File: config.mk
export PLATFORM = sky130hd
export DESIGN_NAME = dbgbm_top
export DESIGN_NICKNAME = d
export VERILOG_FILES = /design/src/dbgbm_pkg.sv /design/src/dbgbm_top.sv
export SDC_FILE = /design/constraint.sdc
export NUM_CORES = 1
export LEC_CHECK = 0
export ABC_CLOCK_PERIOD_IN_PS = 4800
export BUFFER_PORTS_ARGS = -buffer_cell sky130_fd_sc_hd__buf_2
export CORE_MARGIN = 8
export CORE_UTILIZATION = 31
export DETAILED_ROUTE_END_ITERATION = 8
export GPL_ROUTABILITY_DRIVEN = 0
export PLACE_DENSITY = 0.7
export SLEW_MARGIN = 20
export SYNTH_ARGS = -nofsm -noshare
export SYNTH_HDL_FRONTEND = slang
export SYNTH_SLANG_ARGS = --single-unit
File: constraint.sdc
create_clock -name mclk -period 4.8 [get_ports mclk]
set_input_delay 0.72 -clock mclk [delete_from_list [all_inputs] [get_ports mclk]]
set_output_delay 0.72 -clock mclk [all_outputs]
set_load 0.01 [all_outputs]
File: src/dbgbm_pkg.sv
/*
 * dbgbm_pkg: constants and carrier types of the debug breakpoint
 * mapping block (register offsets, field positions, reset values,
 * sequencer states, core status bundle).
 * Assumes a 32-bit APB register bus and one core/bus clock.
 */
package dbgbm_pkg;

    // ========================================================
    // register byte offsets (one aligned 32-bit word each)
    localparam logic [7:0] OFS_CTRL  = 8'h00; // debug_control_one
    localparam logic [7:0] OFS_STATE = 8'h04; // live state, read only
    localparam logic [7:0] OFS_IRQST = 8'h08; // sticky events, w1c
    localparam logic [7:0] OFS_IRQMK = 8'h0C; // interrupt mask

    // ========================================================
    // debug_control_one field positions
    localparam int CTRL_ARM_BIT   = 0; // sequencer armed
    localparam int CTRL_CPU_BIT   = 1; // cpu_break_enable
    localparam int CTRL_MAP_BIT   = 4; // map_to_background
    localparam int CTRL_FORCE_BIT = 7; // force_final_bit, write only

    // ========================================================
    // state register field positions
    localparam int ST_FINAL_BIT = 0; // sequencer in final state
    localparam int ST_SWI_BIT   = 1; // software interrupt request held
    localparam int ST_BGND_BIT  = 2; // background request held
    localparam int ST_HOLD_BIT  = 3; // deferred swi pending
    localparam int ST_ARM_BIT   = 4; // armed copy

    // ========================================================
    // interrupt status / mask field positions
    localparam int EV_NUM       = 3;
    localparam int EV_ROUTE_BIT = 0; // breakpoint routed to the core
    localparam int EV_DROP_BIT  = 1; // breakpoint raised nothing
    localparam int EV_FORCE_BIT = 2; // final state forced by software

    // ========================================================
    // reset values
    localparam logic [31:0]       RST_CTRL  = 32'h0000_0000;
    localparam logic [EV_NUM-1:0] RST_EVENT = 3'h0;

    // ========================================================
    // types
    typedef enum logic { SEQ_IDLE, SEQ_FINAL } dbgbm_seq_t;

    // debug_control_one contents held in flops
    typedef struct packed {
        logic armed;
        logic cpu_break_enable;
        logic map_to_background;
    } dbgbm_ctrl_t;

    // status bundle from the core and background_debug_controller
    typedef struct packed {
        logic instr_boundary;       // next instruction boundary now
        logic next_is_swi;          // next instr is software_interrupt_instr
        logic background_halt_mode; // core halted in background
        logic single_step_cmd;      // single step command running
        logic debug_iface_enable;   // controller enable bit
    } dbgbm_core_t;

endpackage

File: src/dbgbm_top.sv
/*
 * dbgbm_top: breakpoint generation and routing of the debug_module.
 * Sequencer events (comparator match, software force of the final
 * state, external event pin) produce a breakpoint that is routed to a
 * software interrupt or to background halt, then held for the core.
 * Assumes: comparator_match and core status are synchronous to mclk;
 * external_event_input is an asynchronous pin; APB master on mclk.
 */
// Implementation choices: the placing of the registers and the APB register port.
//
// Summary of operation
// three sources reach final state, then break
// final to idle state issues a breakpoint
// force bit enters final, breaks even disarmed
// disarming write never makes a breakpoint (here one that sets the force bit still does)
// background breakpoints need controller enable
// no breakpoints while background mode active
// no breakpoints during single step command
// background halt beats a pending swi
// deferred swi runs after background exits
// routing table of enable, map, controller
// request held until instruction boundary accepts
`timescale 1ns/1ps

module dbgbm_top
(
    // clock and reset
    input  wire logic                 mclk,
    input  wire logic                 srst,
    // apb slave
    input  wire logic                 psel,
    input  wire logic                 penable,
    input  wire logic                 pwrite,
    input  wire logic [7:0]           paddr,
    input  wire logic [31:0]          pwdata,
    output logic                      pready,
    output logic      [31:0]          prdata,
    output logic                      pslverr,
    // event sources
    input  wire logic                 comparator_match,
    input  wire logic                 external_event_input,
    // core and controller status
    input  wire dbgbm_pkg::dbgbm_core_t core,
    // requests to the core
    output logic                      brk_swi_req,
    output logic                      brk_bgnd_req,
    output logic                      swi_hold,
    output logic                      swi_resume,
    // interrupt
    output logic                      irq
);

    // ========================================================
    // declarations
    logic                          ext_s1_q, ext_s2_q, ext_s3_q; // pin sync
    logic                          ext_evt;     // rising edge, synced
    dbgbm_pkg::dbgbm_ctrl_t        ctrl_q, ctrl_d;
    dbgbm_pkg::dbgbm_seq_t         seq_q, seq_d;
    logic [dbgbm_pkg::EV_NUM-1:0]  ev_stat_q, ev_stat_d; // sticky
    logic [dbgbm_pkg::EV_NUM-1:0]  ev_mask_q, ev_mask_d;
    logic [dbgbm_pkg::EV_NUM-1:0]  ev_set;      // this cycle's events
    logic                          swi_q, swi_d;
    logic                          bg_q, bg_d;
    logic                          hold_q, hold_d;
    logic                          resume_q, resume_d;
    logic                          bgact_q;     // background, last cycle
    logic                          irq_q, irq_d;
    logic                          pready_q, pready_d;
    logic [31:0]                   prdata_q, prdata_d;
    logic                          pslverr_q, pslverr_d;
    logic                          acc;         // access edge with pready
    logic                          ctrl_wr;     // control word written
    logic                          force_wr;    // force bit written one
    logic                          brk_evt;     // final state left
    logic                          blocked;     // background or step
    logic                          route_swi, route_bg;
    logic                          hit;         // sequencer event

    // ========================================================
    // external pin synchroniser; the second and third stages feed the edge detect
    always_ff @(posedge mclk)
    begin
        if (srst)
        begin
            ext_s1_q <= 1'b0;
            ext_s2_q <= 1'b0;
            ext_s3_q <= 1'b0;
        end
        else
        begin
            ext_s1_q <= external_event_input;
            ext_s2_q <= ext_s1_q;
            ext_s3_q <= ext_s2_q;
        end
    end

    // rising edge of the synchronised pin
    assign ext_evt = ext_s2_q & ~ext_s3_q;

    // ========================================================
    // apb decode: one wait state, write lands on the pready edge
    assign acc      = psel & penable & pready_q;
    assign ctrl_wr  = acc & pwrite & (paddr == dbgbm_pkg::OFS_CTRL);
    assign force_wr = ctrl_wr & pwdata[dbgbm_pkg::CTRL_FORCE_BIT];

    // next values of the bus answer and software registers
    always_comb
    begin
        pready_d  = psel & penable & ~pready_q;
        prdata_d  = 32'h0000_0000;
        pslverr_d = 1'b0;
        ctrl_d    = ctrl_q;
        ev_mask_d = ev_mask_q;
        ev_stat_d = ev_stat_q;
        // read data is prepared in the wait cycle
        if (pready_d && !pwrite)
        begin
            if (paddr == dbgbm_pkg::OFS_CTRL)
            begin
                prdata_d[dbgbm_pkg::CTRL_ARM_BIT] = ctrl_q.armed;
                prdata_d[dbgbm_pkg::CTRL_CPU_BIT] = ctrl_q.cpu_break_enable;
                prdata_d[dbgbm_pkg::CTRL_MAP_BIT] = ctrl_q.map_to_background;
            end
            else if (paddr == dbgbm_pkg::OFS_STATE)
            begin
                prdata_d[dbgbm_pkg::ST_FINAL_BIT] = (seq_q ==
                                                     dbgbm_pkg::SEQ_FINAL);
                prdata_d[dbgbm_pkg::ST_SWI_BIT]   = swi_q;
                prdata_d[dbgbm_pkg::ST_BGND_BIT]  = bg_q;
                prdata_d[dbgbm_pkg::ST_HOLD_BIT]  = hold_q;
                prdata_d[dbgbm_pkg::ST_ARM_BIT]   = ctrl_q.armed;
            end
            else if (paddr == dbgbm_pkg::OFS_IRQST)
            begin
                prdata_d[dbgbm_pkg::EV_NUM-1:0] = ev_stat_q;
            end
            else if (paddr == dbgbm_pkg::OFS_IRQMK)
            begin
                prdata_d[dbgbm_pkg::EV_NUM-1:0] = ev_mask_q;
            end
            else
            begin
                pslverr_d = 1'b1; // unmapped read
            end
        end
        else if (pready_d)
        begin
            // unmapped write flagged, has no effect
            pslverr_d = (paddr != dbgbm_pkg::OFS_CTRL) &&
                        (paddr != dbgbm_pkg::OFS_STATE) &&
                        (paddr != dbgbm_pkg::OFS_IRQST) &&
                        (paddr != dbgbm_pkg::OFS_IRQMK);
        end
        // writes; disarming only clears the flag
        if (ctrl_wr)
        begin
            ctrl_d.armed             = pwdata[dbgbm_pkg::CTRL_ARM_BIT];
            ctrl_d.cpu_break_enable  = pwdata[dbgbm_pkg::CTRL_CPU_BIT];
            ctrl_d.map_to_background = pwdata[dbgbm_pkg::CTRL_MAP_BIT];
        end
        else if (brk_evt)
        begin
            ctrl_d.armed = 1'b0; // a breakpoint ends the armed session
        end
        if (acc && pwrite && paddr == dbgbm_pkg::OFS_IRQMK)
        begin
            ev_mask_d = pwdata[dbgbm_pkg::EV_NUM-1:0];
        end
        if (acc && pwrite && paddr == dbgbm_pkg::OFS_IRQST)
        begin
            ev_stat_d = ev_stat_q & ~pwdata[dbgbm_pkg::EV_NUM-1:0];
        end
        // a new event wins over a clear in the same cycle
        ev_stat_d = ev_stat_d | ev_set;
        irq_d     = |(ev_stat_d & ev_mask_d);
    end

    // ========================================================
    // sequencer: idle (state zero) and final
    // an event caught while the armed bit is being written low is
    // dropped, so a disarming write leads to a breakpoint only if it sets the force bit
    assign hit = ctrl_q.armed & ~(ctrl_wr & ~pwdata[dbgbm_pkg::CTRL_ARM_BIT])
               & (comparator_match | ext_evt);

    always_comb
    begin
        seq_d   = seq_q;
        brk_evt = 1'b0;
        case (seq_q)
            dbgbm_pkg::SEQ_IDLE:
            begin
                // forcing needs no armed bit
                if (force_wr || hit)
                begin
                    seq_d = dbgbm_pkg::SEQ_FINAL;
                end
            end
            dbgbm_pkg::SEQ_FINAL:
            begin
                // back to state zero, breakpoint this cycle
                seq_d   = dbgbm_pkg::SEQ_IDLE;
                brk_evt = 1'b1;
            end
            default:
            begin
                seq_d = dbgbm_pkg::SEQ_IDLE;
            end
        endcase
    end

    // ========================================================
    // routing of a breakpoint
    assign blocked   = core.background_halt_mode | core.single_step_cmd;
    assign route_swi = brk_evt & ctrl_q.cpu_break_enable
                     & ~ctrl_q.map_to_background & ~blocked;
    assign route_bg  = brk_evt & ctrl_q.cpu_break_enable
                     & ctrl_q.map_to_background
                     & core.debug_iface_enable & ~blocked;

    // event sources of the sticky status
    always_comb
    begin
        ev_set = '0;
        ev_set[dbgbm_pkg::EV_ROUTE_BIT] = route_swi | route_bg;
        ev_set[dbgbm_pkg::EV_DROP_BIT]  = brk_evt & ~route_swi & ~route_bg;
        ev_set[dbgbm_pkg::EV_FORCE_BIT] = force_wr;
    end

    // ========================================================
    // held requests and the deferred software interrupt
    always_comb
    begin
        // background or step kills pending requests
        if (route_swi)
            swi_d = 1'b1;
        else if (core.instr_boundary || blocked)
            swi_d = 1'b0;
        else
            swi_d = swi_q;
        if (route_bg)
            bg_d = 1'b1;
        else if (core.instr_boundary || blocked)
            bg_d = 1'b0;
        else
            bg_d = bg_q;
        // halt taken ahead of a swi: keep the swi pending
        resume_d = 1'b0;
        hold_d   = hold_q;
        if (bg_q && core.instr_boundary && core.next_is_swi)
        begin
            hold_d = 1'b1;
        end
        else if (hold_q && bgact_q && !core.background_halt_mode)
        begin
            // background left: let the swi run now
            hold_d   = 1'b0;
            resume_d = 1'b1;
        end
    end

    // ========================================================
    // all state flops except the pin synchroniser
    always_ff @(posedge mclk)
    begin
        if (srst)
        begin
            ctrl_q    <= dbgbm_pkg::dbgbm_ctrl_t'(3'h0);
            seq_q     <= dbgbm_pkg::SEQ_IDLE;
            ev_stat_q <= dbgbm_pkg::RST_EVENT;
            ev_mask_q <= dbgbm_pkg::RST_EVENT;
            swi_q     <= 1'b0;
            bg_q      <= 1'b0;
            hold_q    <= 1'b0;
            resume_q  <= 1'b0;
            bgact_q   <= 1'b0;
            irq_q     <= 1'b0;
            pready_q  <= 1'b0;
            prdata_q  <= 32'h0000_0000;
            pslverr_q <= 1'b0;
        end
        else
        begin
            ctrl_q    <= ctrl_d;
            seq_q     <= seq_d;
            ev_stat_q <= ev_stat_d;
            ev_mask_q <= ev_mask_d;
            swi_q     <= swi_d;
            bg_q      <= bg_d;
            hold_q    <= hold_d;
            resume_q  <= resume_d;
            bgact_q   <= core.background_halt_mode;
            irq_q     <= irq_d;
            pready_q  <= pready_d;
            prdata_q  <= prdata_d;
            pslverr_q <= pslverr_d;
        end
    end

    // outputs straight from flops
    assign pready       = pready_q;
    assign prdata       = prdata_q;
    assign pslverr      = pslverr_q;
    assign brk_swi_req  = swi_q;
    assign brk_bgnd_req = bg_q;
    assign swi_hold     = hold_q;
    assign swi_resume   = resume_q;
    assign irq          = irq_q;
endmodule

==> results.json, run 1 <==
{
  "dr_wl_met3_um": 331,
  "hold-path-endpoint": "ext_s2_q",
  "synth_top_area_cell": "dfxtp_1",
  "rsz0062_at_grt": "no",
  "multi_input_area_um2": 627,
  "synth-seq-area-share_pct": 40.7,
  "r2r_end": "irq",
  "vias": 997,
  "die_width_um": 80.2,
  "cts_buffers": 3,
  "slowest_stage": "nor4_4",
  "synth_top_area_share_pct": 40.7,
  "critPathTopFamily": "simple AND/OR/NAND/NOR gates",
  "drt-total-wl_um": 2770,
  "crit_chain": "buf_2, nor4_4, nand4_1, mux2i_1, a211oi_1, a211o_1",
  "hold_ws_ns": 0.448,
  "grt_pass1_vias": 991,
  "synthTopCellsByArea": "dfxtp_1, buf_4, mux2i_1",
  "worst-path-max-fanout": 5,
  "die_y_um": 80.2,
  "place_area_um2": 1400,
  "critPathArrivalTime_ns": 2.18,
  "wl_per_cell_um": 12.4,
  "slew_violations": 0,
  "row_count": 23,
  "start_util_pct": 32.0,
  "ys_warn_count": 0,
  "grt_start_max_net_pins": 22,
  "postCtsSetupBuffers": 0,
  "core_um2": 4000,
  "htreeDepth": 1,
  "critPathKind": "input pin to register",
  "antenna_found_initial": 0,
  "hpwl_um": 2280,
  "async_flop_share_pct": 0,
  "finalHoldViolCount": 0,
  "cts_tree": "built",
  "cp.required_ns": 4.96,
  "path_buf_inv": 1,
  "ios": 91,
  "cts.reportedPaths.clkPinSlew_ns": 0.08,
  "area_growth_pct": 15.2,
  "clk_latency_ns": 0.27,
  "finish.utilization_pct": 36.8,
  "yosys_register_bits": 26,
  "post_drt_via_cell_ratio": 4.45,
  "total_power_mw": 0.436,
  "seq_area_um2": 520,
  "wl_met1_um": 1110,
  "synth.distinct_cells": 34,
  "clk_path_buf_depth": 2,
  "ctsResizeCount": 0,
  "max_freq_ghz": 0.495,
  "design_area_um2": 1470,
  "syn_inst": 139,
  "setup_viol": 0,
  "cts_hold_buffers": 0,
  "cts_num_sinks": 26,
  "end_kind": "register",
  "synth_edf_count": 0,
  "min_path_type": "register to register",
  "gr-total-overflow": 0,
  "syn_avg_cell_area_um2": 9.20,
  "yosys_most_used_dff": "dfxtp_1",
  "rr_startpoint": "ctrl_q[1]",
  "slowest_delay_ns": 0.40,
  "drt_iter0_markers": 63,
  "min_from": "ext_s1_q",
  "finalSetupTns_ns": 0,
  "syn_area_um2": 1280,
  "grt_pass1_wl_um": 4290,
  "cts-root-buf": "clkbuf_8",
  "die_area_um2": 6440,
  "drive_above_1_share_pct": 27.0,
  "topRoutingLayerUsed": "met4",
  "power_density_nw_per_um2": 296,
  "ir_drop_v": 0.000143,
  "dr_wl_met2_um": 1280,
  "min_path_cells": 1,
  "nets": 227,
  "cp-start-kind": "input pin",
  "dr.pass1.iters": 4,
  "drcViolationCount": 0,
  "grt_usage_pct": 8.33,
  "cap_violations": 0,
  "power.leakage_nw": 0.661,
  "status": "complete, no violations",
  "diodes": 0,
  "period_share_pct": 42.1,
  "fin_skew_ns": 0.00790,
  "reg2reg_slack_ns": 3.13,
  "antenna_left": 0,
  "r2r_cells": 5,
  "fillers": 422,
  "min_period_ns": 2.02,
  "port-buffer-count": 36
}
## flip-flops by register name (all words and copies together), names as in the netlist
| name | cells |
|---|---|
| pslverr | 1 |
| ext_s3_q | 1 |
| ctrl_q | 3 |
| ext_s2_q | 1 |
| ext_s1_q | 1 |
| swi_resume | 1 |
| brk_swi_req | 1 |
| prdata | 5 |
| swi_hold | 1 |
| irq | 1 |
| pready | 1 |
| ev_stat_q | 3 |
| brk_bgnd_req | 1 |
| ev_mask_q | 3 |
| bgact_q | 1 |
| seq_q | 1 |
## report_power, final
group / internal (mW) / total, mW / switching (mW)
logic: 0.0119 / 0.0367 / 0.0248
clock network: 0.112 / 0.181 / 0.0696
registers: 0.218 / 0.218 / 0.000607
total: 0.341 / 0.436 / 0.0950
## final cells by class
| cell class | count | area share, % |
|---|---|---|
| timing repair buffer | 36 | 12.2 |
| clock buffer | 3 | 2.80 |
| clock inverter | 1 | 2.04 |
| sequential | 26 | 35.3 |
| inverter | 3 | 0.765 |
| tap | 50 | 4.25 |
| multi-input combinational | 105 | 42.6 |
## synthesized netlist by cell type (2+ instances only)
cell / n
nor4bb_1: 2
or3_1: 2
a211oi_1: 2
nand4_1: 2
nand4b_1: 2
mux4_2: 2
mux2i_1: 5
nor2b_1: 8
inv_1: 3
nand2_1: 13
nor2_1: 10
clkbuf_1: 4
buf_4: 27
nor3_1: 3
a21oi_1: 8
o21ai_0: 3
dfxtp_1: 26
## cell families (layout without fill, tap and decap cells)
logic type	after synthesis	count (layout)	share of synthesized area [%]
and+or+nand+nor	52	52	23.9
buffers and inverters	34	43	17.9
DFF	26	26	40.7
AOI/OAI and AO/OA	19	19	9.78
muxes	7	7	7.44
other	1	27	0.293
## stage by stage
step	instances	setup WS, ns
6_report	224	2.78
5_1_grt	224	2.70
4_1_cts	224	2.78
3_5_place_dp	220	2.49
3_3_place_gp	220	2.51
2_1_floorplan	165	2.74
## layout by cell type (no fill, tap or decap), types with 2 or more instances in the layout
| master | count |
|---|---|
| buf_2 | 36 |
| conb_1 | 27 |
| dfxtp_1 | 26 |
| nand2_1 | 13 |
| nor2_1 | 10 |
| a21oi_1 | 8 |
| nor2b_1 | 8 |
| mux2i_1 | 5 |
| inv_1 | 3 |
| nor3_1 | 3 |
| o21ai_0 | 3 |
| clkbuf_8 | 3 |
| nand4_1 | 2 |
| a211oi_1 | 2 |
| nand4b_1 | 2 |
| nor4bb_1 | 2 |
| or3_1 | 2 |
| mux4_2 | 2 |
## how the worst max path moves through the flow
stage,start,cells past startpoint,endpoint
2_1_floorplan,paddr[7],5,seq_q
3_3_place_gp,paddr[7],6,seq_q
3_5_place_dp,paddr[7],6,seq_q
4_1_cts,paddr[7],6,irq
5_1_grt,paddr[7],6,irq
6_report,paddr[7],6,irq
## per-layer routing
metal,GRT usage (%),vias up
li1,-,497
met1,9.16,451
met2,13.9,45
met3,4.24,4
met4,2.00,0
met5,0,-
No activity file was read; power rests on OpenSTA's default activity.
==> inputs of run 2 (changes only) <==
Settings changed: ABC_AREA set to 1, ABC_CLOCK_PERIOD_IN_PS 4800 to 1850.
Clock period 4.8 ns to 1.85 ns, I/O delays scaled along.
==> results.json, run 2 <==
{
  "status": "complete, no violations",
  "grt_pass1_wl_um": 5260,
  "postCtsSetupBuffers": 0,
  "cap_violations": 0,
  "die_y_um": 83.1,
  "setup_viol": 0,
  "yosys_most_used_dff": "dfxtp_1",
  "grt.met2_usage_pct": 16.5,
  "ys_warn_count": 0,
  "cp_common_cell": "nand2_1",
  "crit_chain": "nand2_1, nor2_4, nand3_2, nor2_1, nor2_2, nand2_1, nand3_1",
  "final_cell_mix": "nand2_1, buf_2, conb_1",
  "die_area_um2": 6900,
  "grt_start_max_net_pins": 17,
  "grt_pass1_vias": 1206,
  "core_um2": 4350,
  "switching_share_pct": 22.2,
  "drt-total-wl_um": 3030,
  "wl_per_cell_um": 10.6,
  "yosys_register_bits": 26,
  "power_frac_clock_pct": 41.6,
  "pre_cts_slack_ns": 0.438,
  "reg2reg_slack_ns": 0.60,
  "htreeDepth": 1,
  "worst_slack_ns": 0.605,
  "start_util_pct": 32.0,
  "slowest_stage": "dfxtp_1",
  "post-synth-top-count-cell": "nand2_1",
  "min_path_cells": 3,
  "cts_hold_buffers": 0,
  "die_width_um": 83.1,
  "use_met3_pct": 4.49,
  "syn_area_um2": 1390,
  "drt_iter0_markers": 89,
  "fin_skew_ns": 0.0148,
  "end_kind": "register",
  "ir_drop_v": 0.000402,
  "antenna_found_initial": 0,
  "syn_inst": 196,
  "critPathArrivalTime_ns": 1.40,
  "rsz0062_at_grt": "no",
  "r2r_cells": 7,
  "vias": 1209,
  "synth-seq-area-share_pct": 37.3,
  "port-buffer-count": 36,
  "synthTopCellsByArea": "dfxtp_1, buf_4, nand2_1",
  "finalSetupTns_ns": 0,
  "min_path_type": "input pin to register",
  "synth_top_area_cell": "dfxtp_1",
  "finalHoldViolCount": 0,
  "largest_reg_flops": 5,
  "slowest_delay_ns": 0.36,
  "diodes": 0,
  "gr-total-overflow": 0,
  "async_flop_share_pct": 0,
  "clk_latency_ns": 0.28,
  "cts-root-buf": "clkbuf_8",
  "critPathKind": "register to register",
  "period_share_pct": 67.3,
  "ctsResizeCount": 0,
  "drive_above_1_share_pct": 23.6,
  "cp-start-kind": "register",
  "max_freq_ghz": 0.803,
  "comb_power_share_pct": 8.6,
  "cp.required_ns": 2.01,
  "antenna_left": 0,
  "grt_usage_pct": 8.88,
  "hpwl_um": 2550,
  "power_density_nw_per_um2": 711,
  "grt_busiest_layer": "met2",
  "post_drt_via_cell_ratio": 4.24,
  "syn_avg_cell_area_um2": 7.11,
  "seqPwrFrac_pct": 49.8,
  "min_from": "external_event_input",
  "worst-path-max-fanout": 9,
  "rr_startpoint": "pready",
  "synth_edf_count": 0,
  "cts_tree": "built",
  "drcViolationCount": 0,
  "switching_power_mw": 0.253,
  "dr.pass1.iters": 4,
  "cts_buffers": 3,
  "synthTopCellsByCount": "nand2_1, buf_4, dfxtp_1",
  "nets": 286,
  "cts.reportedPaths.clkPinSlew_ns": 0.10,
  "ios": 91,
  "row_count": 24,
  "cts_num_sinks": 26,
  "r2r_end": "irq",
  "gr-usage-met1_pct": 8.48,
  "synth_top_area_share_pct": 37.3,
  "synth.distinct_cells": 25,
  "clk_path_buf_depth": 2,
  "min_period_ns": 1.25,
  "area_growth_pct": 14.6,
  "layout_commonest_cell": "nand2_1",
  "slew_violations": 0,
  "power.leakage_nw": 0.776,
  "power.internal_mw": 0.884,
  "hold-path-endpoint": "ext_s1_q"
}
## run 2: worst max-delay path, delay by kind of cell, from the launching register on
kind,cells,cell delay [ns]
DFF,1,0.36
and+or+nand+nor,7,0.76
## run 2: cell families (layout without fill, tap and decap cells)
kind of cell | Yosys count | after routing | synth area share [%]
and+or+nand+nor | 96 | 96 | 33.0
buffers and inverters | 52 | 63 | 21.3
DFF | 26 | 26 | 37.3
AOI/OAI and AO/OA | 21 | 21 | 8.08
other | 1 | 27 | 0.269
## run 2: area by class of cell
class | count | area, um^2
well taps | 52 | 65.1
multi-input cells | 144 | 674
inverters | 23 | 86.3
clock buffers | 3 | 41.3
repair buffers | 36 | 180
fillers | 478 | 2760
flip-flops and latches | 26 | 520
clock inverters | 1 | 30.0
## run 2: worst max-delay path by stage
stage / endpoint / startpoint / slack (ns) / cells after the start
6_report: irq / pready / 0.60 / 7
2_1_floorplan: irq / pready / 0.70 / 7
3_3_place_gp: irq / paddr[5] / 0.47 / 9
4_1_cts: irq / pready / 0.60 / 7
3_5_place_dp: irq / paddr[5] / 0.44 / 9
5_1_grt: irq / ctrl_q[1] / 0.40 / 7
## run 2: per-layer routing
layer	vias to the layer above	share of wire [%]	wire length, um
met5	-	0	0
met4	0	0.56	17
met3	2	8.9	270
met2	38	51	1530
met1	536	40	1210
li1	633	-	-
## run 2: power by group through the flow
| stage | Combinational [mW] | Clock [mW] | Sequential (mW) |
|---|---|---|---|
| after floorplan | 0.0993 | 0 | 0.580 |
| after global placement | 0.0948 | 0 | 0.579 |
| after detailed placement | 0.0962 | 0 | 0.579 |
| after CTS | 0.0964 | 0.486 | 0.566 |
| after global routing | 0.111 | 0.509 | 0.567 |
| final | 0.0978 | 0.473 | 0.566 |
## run 2: per-stage QoR
step	util [%]	power [mW]	std cells	hold WS, ns	area [um^2]
CTS	36.7	1.15	285	0.201	1600
detailed placement	35.1	0.676	281	0.399	1530
finish	36.7	1.14	285	0.207	1600
global placement	35.1	0.674	281	0.390	1530
global route	36.7	1.19	285	0.204	1600
floorplan	-	0.679	222	0.384	1490
